<file path="src/hdl/gpm_pkg.sv">
// constants and types for the multiplexed-pin gpio port
package gpm_pkg;
  // ---------------------------------------------------------------
  // register map (printed offsets are word indices)
  // ---------------------------------------------------------------
  localparam int PIN_N = 8;
  localparam logic [7:0] IDX_PIN_OUTPUT_ENABLE = 8'h44;
  localparam logic [7:0] IDX_PIN_OUTPUT_VALUE = 8'h45;
  localparam logic [7:0] IDX_PIN_INPUT_LEVEL = 8'h46;
  localparam int IDX_LSB = 2;
  localparam int IDX_MSB = 9;
  localparam logic [7:0] RST_PIN_OUTPUT_ENABLE = 8'h00;
  localparam logic [7:0] RST_PIN_OUTPUT_VALUE = 8'h00;
  // ---------------------------------------------------------------
  // pin positions inside every pin register
  // ---------------------------------------------------------------
  localparam int AUX_BIT = 7;
  localparam int CLK_BIT = 6;
  localparam int SEL_B_BIT = 5;
  localparam int SEL_A_BIT = 4;
  localparam int TCK_BIT = 3;
  localparam int TMS_BIT = 2;
  localparam int TDI_BIT = 1;
  localparam int TDO_BIT = 0;
  localparam logic [7:0] SCAN_PIN_MASK = 8'h0f;
  // ---------------------------------------------------------------
  // ahb-lite encodings and bus phase state
  // ---------------------------------------------------------------
  localparam logic [1:0] HTRANS_NONSEQ = 2'h2;
  localparam logic HRESP_OKAY = 1'h0;
  typedef enum logic [2:0]
  {
    GPM_IDLE = 3'h1,
    GPM_WR = 3'h2,
    GPM_RD = 3'h4
  } gpm_phase_e;
endpackage

</file>
<file path="src/hdl/gpm_pin_if.sv">
// carrier between the register block and the pin multiplexer
`timescale 1ns/1ps
interface gpm_pin_if;
  logic [7:0] drv_en;
  logic [7:0] drv_val;
  logic [7:0] dflt_out;
  logic [7:0] dflt_oe;
  logic scan_on;
  logic [7:0] level;
  logic [7:0] pad_out;
  logic [7:0] pad_oe;
  modport ctl
  (
    output drv_en, drv_val, dflt_out, dflt_oe, scan_on,
    input level, pad_out, pad_oe
  );
  modport mux
  (
    input drv_en, drv_val, dflt_out, dflt_oe, scan_on,
    output level, pad_out, pad_oe
  );
endinterface

</file>
<file path="src/hdl/gpm_pin_mux.sv">
// per-pin output mux, drive enables and input synchroniser
`timescale 1ns/1ps
module gpm_pin_mux
  import gpm_pkg::*;
(
  input wire logic clk_i, // system clock
  input wire logic resetn_i, // async reset, active low
  input wire logic [7:0] pad_in_i, // raw pin levels
  gpm_pin_if.mux pif // register side
);
  typedef struct packed
  {
    logic [7:0] s1;
    logic [7:0] s2;
    logic [7:0] out;
    logic [7:0] oe;
  } gpm_mux_s;

  gpm_mux_s st_ff;
  gpm_mux_s nxt_st;
  logic [7:0] eff_out;
  logic [7:0] eff_oe;

  // ---------------------------------------------------------------
  // per-pin selection between gpio and default function
  // ---------------------------------------------------------------
  for (genvar i = 0; i < PIN_N; i++)
  begin : g_pin
    logic own;
    // scan pins stay with boundary scan while it is active
    assign own = pif.drv_en[i] & ~(pif.scan_on & SCAN_PIN_MASK[i]);
    // gpio drives from the value register, else default job
    assign eff_out[i] = own ? pif.drv_val[i] : pif.dflt_out[i];
    assign eff_oe[i] = own ? 1'b1 : pif.dflt_oe[i];
  end

  // next state: two-stage sync, registered pad drive
  always_comb
  begin
    nxt_st = st_ff;
    nxt_st.s1 = pad_in_i;
    nxt_st.s2 = st_ff.s1;
    nxt_st.out = eff_out;
    nxt_st.oe = eff_oe;
  end

  // state register
  always_ff @(posedge clk_i or negedge resetn_i)
  begin
    if (!resetn_i)
      st_ff <= '0;
    else
      st_ff <= nxt_st;
  end

  // outputs straight from flops
  assign pif.level = st_ff.s2;
  assign pif.pad_out = st_ff.out;
  assign pif.pad_oe = st_ff.oe;
endmodule

</file>
<file path="src/hdl/gpm_gpio_port.sv">
// eight-pin multiplexed gpio port with ahb-lite register access
//
// Notes on behaviour
// - bit 7 of enable makes the aux signal input pin drive as gpio.
// - bit 6 makes the clock output pin gpio, dropping its clock output.
// - bit 5 makes host interface select pin b drive as gpio.
// - bit 4 makes host interface select pin a drive as gpio.
// - bits 3..0 make the scan pins tck, tms, tdi, tdo gpio.
// - with boundary scan active the four scan enable bits do nothing.
// - each value register bit is what its pin's output buffer drives while that pin is gpio-owned.
// - each level register bit shows the pin's current input level.
// - level register ignores writes; bit 6 shows the clock pin level.
//
// The AHB-Lite register port is this design's own decision.
`timescale 1ns/1ps
module gpm_gpio_port
  import gpm_pkg::*;
(
  input wire logic clk_i, // system clock, 25 mhz
  input wire logic resetn_i, // async reset, active low
  input wire logic hsel_i, // slave select
  input wire logic [31:0] haddr_i, // byte address
  input wire logic [1:0] htrans_i, // transfer type
  input wire logic hwrite_i, // 1 write, 0 read
  input wire logic [2:0] hsize_i, // transfer size
  input wire logic [31:0] hwdata_i, // write data
  input wire logic hready_i, // bus ready
  output logic [31:0] hrdata_o, // read data
  output logic hreadyout_o, // slave ready
  output logic hresp_o, // response
  input wire logic scan_active_i, // boundary scan on (nonvolatile)
  input wire logic [7:0] dflt_out_i, // default function drive
  input wire logic [7:0] dflt_oe_i, // default function enable
  input wire logic [7:0] pad_in_i, // pin input buffers
  output logic [7:0] pad_out_o, // pin output buffers
  output logic [7:0] pad_oe_o // pin drive enables, high drives
);
  // ---------------------------------------------------------------
  // state
  // ---------------------------------------------------------------
  typedef struct packed
  {
    gpm_phase_e phase;
    logic [7:0] idx;
    logic [7:0] en;
    logic [7:0] val;
    logic [31:0] rdata;
    logic warm;
  } gpm_port_s;

  localparam gpm_port_s RST_ST = '{
    phase: GPM_IDLE,
    idx: 8'h00,
    en: RST_PIN_OUTPUT_ENABLE,
    val: RST_PIN_OUTPUT_VALUE,
    rdata: 32'h0000_0000,
    warm: 1'b0
  };

  gpm_port_s st_ff;
  gpm_port_s nxt_st;
  logic addr_take;
  logic [7:0] req_idx;

  gpm_pin_if pif();

  // ---------------------------------------------------------------
  // address phase decode
  // ---------------------------------------------------------------
  // a transfer is taken when selected, NONSEQ or SEQ (htrans bit 1 set) and bus ready
  assign addr_take = hsel_i & htrans_i[1] & hready_i;
  assign req_idx = haddr_i[IDX_MSB:IDX_LSB];

  // ---------------------------------------------------------------
  // next state
  // ---------------------------------------------------------------
  always_comb
  begin
    nxt_st = st_ff;
    nxt_st.warm = 1'b1;
    nxt_st.rdata = 32'h0000_0000;
    // commit a write at the end of its data phase
    if (st_ff.phase == GPM_WR && hready_i)
    begin
      case (st_ff.idx)
        IDX_PIN_OUTPUT_ENABLE: nxt_st.en = hwdata_i[7:0];
        IDX_PIN_OUTPUT_VALUE: nxt_st.val = hwdata_i[7:0];
        default: ; // level register and holes ignore writes
      endcase
    end
    // data phase ends whenever the bus is ready
    if (hready_i)
      nxt_st.phase = GPM_IDLE;
    if (addr_take)
    begin
      nxt_st.idx = req_idx;
      nxt_st.phase = hwrite_i ? GPM_WR : GPM_RD;
      // read data uses next values so a write just before is seen
      if (!hwrite_i)
      begin
        case (req_idx)
          IDX_PIN_OUTPUT_ENABLE: nxt_st.rdata = {24'h00_0000, nxt_st.en};
          IDX_PIN_OUTPUT_VALUE: nxt_st.rdata = {24'h00_0000, nxt_st.val};
          IDX_PIN_INPUT_LEVEL: nxt_st.rdata = {24'h00_0000, pif.level};
          default: nxt_st.rdata = 32'h0000_0000;
        endcase
      end
    end
  end

  // state register
  always_ff @(posedge clk_i or negedge resetn_i)
  begin
    if (!resetn_i)
      st_ff <= RST_ST;
    else
      st_ff <= nxt_st;
  end

  // ---------------------------------------------------------------
  // pin multiplexer
  // ---------------------------------------------------------------
  // register values and default-function drive into the mux
  assign pif.drv_en = st_ff.en;
  assign pif.drv_val = st_ff.val;
  assign pif.dflt_out = dflt_out_i;
  assign pif.dflt_oe = dflt_oe_i;
  assign pif.scan_on = scan_active_i;

  gpm_pin_mux u_mux
  (
    .clk_i(clk_i),
    .resetn_i(resetn_i),
    .pad_in_i(pad_in_i),
    .pif(pif)
  );

  // ---------------------------------------------------------------
  // outputs
  // ---------------------------------------------------------------
  // zero wait states, always okay; hrdata from its flop
  assign hrdata_o = st_ff.rdata;
  assign hreadyout_o = 1'b1;
  assign hresp_o = HRESP_OKAY;
  assign pad_out_o = pif.pad_out;
  assign pad_oe_o = pif.pad_oe;
endmodule

</file>
<file path="config.mk">
export PLATFORM = sky130hd
export DESIGN_NAME = gpm_gpio_port
export DESIGN_NICKNAME = d
export VERILOG_FILES = /design/src/hdl/gpm_pkg.sv /design/src/hdl/gpm_pin_if.sv /design/src/hdl/gpm_pin_mux.sv /design/src/hdl/gpm_gpio_port.sv
export SDC_FILE = /design/constraint.sdc
export NUM_CORES = 1
export LEC_CHECK = 0
export BUFFER_PORTS_ARGS = -buffer_cell sky130_fd_sc_hd__buf_2
export CORE_MARGIN = 5
export CORE_UTILIZATION = 44
export CTS_CLUSTER_SIZE = 30
export DETAILED_ROUTE_END_ITERATION = 8
export HOLD_SLACK_MARGIN = 0.03
export PLACE_DENSITY = 0.86
export RECOVER_POWER = 50
export SYNTH_ARGS = -nofsm -noshare
export SYNTH_HDL_FRONTEND = slang
export SYNTH_SLANG_ARGS = --single-unit
</file>
<file path="constraint.sdc">
create_clock -name clk_i -period 2.4 [get_ports clk_i]
set_input_delay 0.12 -clock clk_i [delete_from_list [all_inputs] [get_ports clk_i]]
set_output_delay 0.12 -clock clk_i [all_outputs]
set_load 0.03 [all_outputs]
</file>
==> metrics, run 1 <==
Post-synth top flop=dfrtp_1; Seq/Total Area, Yosys=0.607; Final Hold Fails=0; Place WS=roughly 0.43 ns; Clock Tree Buf Depth=2; Pleak=between 1.5 and 2 nW; failing checks=capacitance limit, slew limit; RSZ-0062 raised after global routing=no; Slew Limit Fails=31; Synth Instances=a little under 200; overflow left after global routing=0; Seq cells post-synth=67; vias per cell=roughly 4.7; largest net degree at the start of global routing=38; # DRC=0; Detailed Route WL=5530 um; cts hold-fix bufs=27; Core Region=around 6000 um^2; CTS Sinks=67; Crit-path slowest cell=nor4_2; EDFF count, synth=0; GRT Util Overall=0.149; setup ws final=approximately 0.44 ns; Worst Path Arrival=approximately 2.2 ns; hpwl dp=3930 um; Area contributors post-synth=dfrtp_1 (60%), mux2_2 (11%), buf_4 (9.5%); Clock transition at path regs=around 0.070 ns; TritonCTS buffer count=9; crit path capture type=flip-flop; Final TNS setup=0 ns; vias in the first global route=between 1500 and 2000; CP max FO=8; Post-CTS Resized=0; Buffers on Ports=70; first-pass GRT wire length=approximately 8800 um; gpl congestion=0.743; crit-path cells=nor4_2 > nand4_2 > mux2_2 > a32oi_1 > a21boi_1; initial core utilization=0.458; P per Cell Area=between 700 and 800 nW/um^2; dpl cell area=between 3000 and 4000 um^2; synthesized cell area=2760 um^2; asr flop ratio synth=1.00; FMAX=about 510 MHz; Placement Rows=28; net count reported at finish=about 390; post-synth top area cell=dfrtp_1; Yosys warning total=0; critical path class=flip-flop to flip-flop; Period minus WS final=1.96 ns; diode count=0; slowest cell delay on critical path=about 0.40 ns; multi-input logic area=about 900 um^2; H-tree levels=3; status=complete, but fails checks; reg2reg setup slack=between 0.4 and 0.5 ns; critical path required time=2.61 ns; Slew headroom=-0.105; antenna violations before repair=0; via count=1753; Die W=a little under 90 um; count leader, synth=dfrtp_1; post-route ant nets=0; power consumption=2.62 mW; Yosys cell types=28; FF+latch area=between 1500 and 2000 um^2; Worst Hold Slack=approximately 0.047 ns; CTS tree=built; maxcap violations=1; Area growth syn-to-layout=29.1%; Top Ports=roughly 150; Design Area, Final=3570 um^2; area share of the largest cell type after synthesis=0.598; Skew-Pair Late Insertion Delay=roughly 0.34 ns; Final Skew=between 0.01 and 0.015 ns; crit path launch type=flip-flop; Post-synth top cells=dfrtp_1 (66), buf_4 (35), mux2_2 (28), nand3_1 (9); Filler cells=between 400 and 500; root buf cell=clkbuf_8; Die Y=between 80 and 90 um; Worst IR Drop VDD=around 0.54 mV; DR iter-0 viols=54; Least-Margin Pin Slew=approximately 1.7 ns; share of cells above drive strength 1=0.376; first drt pass iteration count=4; Setup Viol. Count Final=0; period utilization=0.816; syn avg cell area=~14 um^2; worst hold path type=primary input to flip-flop; Die Area=around 8000 um^2; setup bufs post-CTS=0; average wire per standard cell=about 15 um
sequential cells by signal, summed over array words and instances (netlist names):
signal	count
st_ff	11
pif.drv_val	8
u_mux.pif.pad_oe	8
hrdata_o	8
u_mux.pif.level	8
u_mux.nxt_st	8
pif.drv_en	8
u_mux.pif.pad_out	8
stage by stage:
stage / util / cells
final: 0.592 / 373
after CTS: 0.596 / 373
after global placement: 0.509 / 330
after floorplan: - / 218
after detailed placement: 0.509 / 330
after global routing: 0.592 / 373
report_power, final:
| group | internal, mW | total [mW] | switching, mW |
|---|---|---|---|
| registers | 1.19 | 1.21 | 0.0263 |
| clock network | 0.720 | 1.13 | 0.413 |
| logic | 0.109 | 0.270 | 0.161 |
| total | 2.02 | 2.62 | 0.600 |
layer usage:
metal / vias up / global-route usage / share of wire
li1: 821 / - / -
met1: 842 / 0.170 / 0.41
met4: 0 / 0.0731 / 0.017
met2: 79 / 0.253 / 0.49
met5: - / 0 / 0
met3: 11 / 0.0442 / 0.086
critical path, delay by kind of cell, from the launching register on:
| kind | cells | cell delay [ns] |
|---|---|---|
| multiplexers | 1 | 0.40 |
| flip-flops | 1 | 0.39 |
| AO/OA/AOI/OAI | 2 | 0.29 |
| AND/OR/NAND/NOR | 2 | 0.76 |
path summary, 6_finish.rpt:
check	cells past startpoint	start	endpoint
worst max-delay path	5	st_ff[50]	hrdata_o[3]
worst min-delay path	2	hwdata_i[6]	pif.drv_en[6]
worst max register to register	5	st_ff[50]	hrdata_o[3]
worst min register to register	0	u_mux.nxt_st[21]	u_mux.pif.level[5]
max in group asynchronous	3	resetn_i	st_ff[57]
min in group asynchronous	2	resetn_i	u_mux.pif.pad_oe[0]
placed cells by master, fill, tap and decap left out, drive strengths merged, types with 2 or more instances in the layout:
cell         netlist  layout
a21boi             8       8
a32oi              8       8
buf               35      56
bufinv             0       3
clkbuf             2      28
clkinv             0       3
conb               2      26
dfrtp             66      66
dlygate4sd3        0      27
inv                3       3
mux2              32      32
nand2b             8       8
nand3              9       9
nor2               2       2
nor3b              2       2
nor4b              2       2
o22ai              2       2
or2                4       4
area by class of cell:
| class | count | area share |
|---|---|---|
| Sequential cell | 67 | 0.470 |
| Multi-Input combinational cell | 111 | 0.250 |
| Timing Repair Buffer | 101 | 0.180 |
| Clock buffer | 10 | 0.0386 |
| Clock inverter | 6 | 0.0316 |
| Tap cell | 75 | 0.0263 |
| Inverter | 3 | 0.00316 |
cell families (layout without fill, tap and decap cells):
logic type,after synthesis,in the layout,share of synthesized area
AND/OR/NAND/NOR,33,33,0.0933
multiplexers,32,32,0.130
other,2,26,0.00272
buffers and inverters,40,120,0.102
flip-flops,67,67,0.607
AO/OA/AOI/OAI,20,20,0.0643
Note: power is estimated with default switching activity, not from simulation.
==> run 2, diff against run 1 <==
--- a/config.mk
+++ b/config.mk
@@ -7,11 +7,11 @@
 export LEC_CHECK = 0
 export BUFFER_PORTS_ARGS = -buffer_cell sky130_fd_sc_hd__buf_2
 export CORE_MARGIN = 5
-export CORE_UTILIZATION = 44
+export CORE_UTILIZATION = 40
 export CTS_CLUSTER_SIZE = 30
 export DETAILED_ROUTE_END_ITERATION = 8
 export HOLD_SLACK_MARGIN = 0.03
-export PLACE_DENSITY = 0.86
+export PLACE_DENSITY = 0.83
 export RECOVER_POWER = 50
 export SYNTH_ARGS = -nofsm -noshare
 export SYNTH_HDL_FRONTEND = slang
==> constraint.sdc (replaced) <==
create_clock -name clk_i -period 1.8 [get_ports clk_i]
set_input_delay 0.09 -clock clk_i [delete_from_list [all_inputs] [get_ports clk_i]]
set_output_delay 0.09 -clock clk_i [all_outputs]
set_load 0.03 [all_outputs]
==> run 2 against run 1 <==
Against the previous run: the run now ends clean; non-clock buffer count up 16; worst setup slack worse by 0.42 ns; combinational power up 45%; power up 35%; sequential cell count unchanged; sequential power up 34%; fmax up 9.8%; critical path type unchanged; largest cell class unchanged; largest power group unchanged.
==> metrics, run 2 (synthesis results as in run 1) <==
status=complete, no violations; Hold EP=st_ff[58]; average wire per standard cell=between 10 and 15 um; Die Y=93.1 um; FMAX=561 MHz; critical path class=flip-flop to flip-flop; worst r2r dst=hrdata_o[0]; reg2reg setup slack=about 0.017 ns; via count=1771; Final Hold Fails=0; crit path capture type=flip-flop; slowest cell delay on critical path=around 0.41 ns; Top Ports=149; maxcap violations=0; first-pass GRT wire length=8780 um; Detailed Route WL=~5500 um; Worst IR Drop VDD=0.387 mV; RSZ-0062 raised after global routing=yes; CTS tree=built; max reg flops=11; critical path required time=slightly above 2 ns; commonest non-fill, non-tap cell in the layout=buf_2; Hold Path Origin=hwrite_i; Setup Viol. Count Final=0; Crit-path slowest cell=dfrtp_1; R2R depth=7; # DRC=0; Least-Margin Pin Slew=0.867 ns; Final TNS setup=0 ns; Buffers on Ports=70; H-tree levels=3; Die Area=slightly below 9000 um^2; CP max FO=8; first drt pass iteration count=4; power consumption=approximately 3.5 mW; gpl congestion=0.732; largest net degree at the start of global routing=68; Placement Rows=30; worst r2r src=st_ff[50]; Pleak=approximately 1.8 nW; diode count=0; GRT Util Overall=0.131; Top reg by flops=st_ff; Skew-Pair Late Insertion Delay=approximately 0.33 ns; Slew Limit Fails=0; hpwl dp=3800 um; DR iter-0 viols=60; crit-path cells=nor4_4 > buf_4 > nand4_4 > buf_12 > mux2_2 > a32oi_1 > a21boi_1; worst hold path type=primary input to flip-flop; period utilization=0.990; Area growth syn-to-layout=37.0%; Core Region=between 6000 and 7000 um^2; vias in the first global route=about 1900; Die W=between 90 and 100 um; CTS Sinks=67; worst hold stages=3; vias per cell=roughly 4.5; Clock Tree Buf Depth=2; Clock transition at path regs=0.07 ns; Final Skew=about 0.0055 ns; net count reported at finish=approximately 400; Period minus WS final=around 1.8 ns; share of cells above drive strength 1=0.439; initial core utilization=0.409; P per Cell Area=about 930 nW/um^2; Worst Path Arrival=around 2.0 ns; Slew headroom=0.422; overflow left after global routing=0; commonest cells after routing, fill and taps aside=buf_2 (69), dfrtp_1 (66), dlygate4sd3_1 (39); crit path launch type=flip-flop; TritonCTS buffer count=9; root buf cell=clkbuf_8; antenna violations before repair=0; post-route ant nets=0
-- run 2: worst max-delay path, delay by kind of cell (launching register included) --
family,cells,cell delay (ns)
and+or+nand+nor,2,0.37
AOI/OAI and AO/OA,2,0.27
DFF,1,0.41
muxes,1,0.28
buffers and inverters,2,0.32
-- run 2: power breakdown --
group	internal [mW]	switching, mW	total [mW]	leakage [nW]
Sequential	1.58	0.0401	1.62	0.840
Clock	0.960	0.556	1.52	0.126
Combinational	0.170	0.221	0.391	0.877
-- run 2: cell type report --
class / instances / area [um^2]
fillers: 552 / 2970
flip-flops and latches: 67 / 1680
multi-input cells: 111 / 928
repair buffers: 117 / 816
clock buffers: 10 / 138
clock inverters: 6 / 113
well taps: 80 / 100
inverters: 3 / 11.3
-- run 2: how the worst max path moves through the flow --
stage | startpoint | to | slack (ns) | cells after the start
after CTS | st_ff[53] | hrdata_o[4] | 0.002 | 7
after global placement | st_ff[50] | hrdata_o[0] | -0.04 | 6
after detailed placement | st_ff[50] | hrdata_o[4] | -0.09 | 6
after floorplan | st_ff[50] | hrdata_o[7] | 0.06 | 6
after global routing | st_ff[50] | hrdata_o[5] | -0.11 | 7
final | st_ff[50] | hrdata_o[0] | 0.02 | 7
-- run 2: per-layer routing --
metal / wire length, um / GRT usage / vias to the layer above
li1: - / - / 853
met1: 2310 / 0.154 / 836
met2: 2620 / 0.215 / 74
met3: 478 / 0.0475 / 8
met4: 81 / 0.0586 / 0
met5: 0 / 0 / -
-- run 2: what timing repair did --
action                     CTS  global route
hold endpoints to repair   113             0
setup endpoints to repair    8             8
hold buffers                39             0
pin swaps                    6            10
buffers inserted             0             1
resized for setup            5             4
-- run 2: metrics by stage --
| step | hold WS [ns] | worst slack, ns | area, um^2 | util | cells |
|---|---|---|---|---|---|
| 5_1_grt | 0.0505 | -0.107 | 3780 | 0.560 | 394 |
| 4_1_cts | 0.0322 | 0.00250 | 3770 | 0.559 | 393 |
| 3_5_place_dp | 0.136 | -0.0906 | 3110 | 0.460 | 338 |
| 3_3_place_gp | 0.131 | -0.0449 | 3110 | 0.460 | 338 |
| 6_report | 0.0493 | 0.0171 | 3780 | 0.560 | 394 |
| 2_1_floorplan | -0.206 | 0.0642 | 2850 | - | 218 |
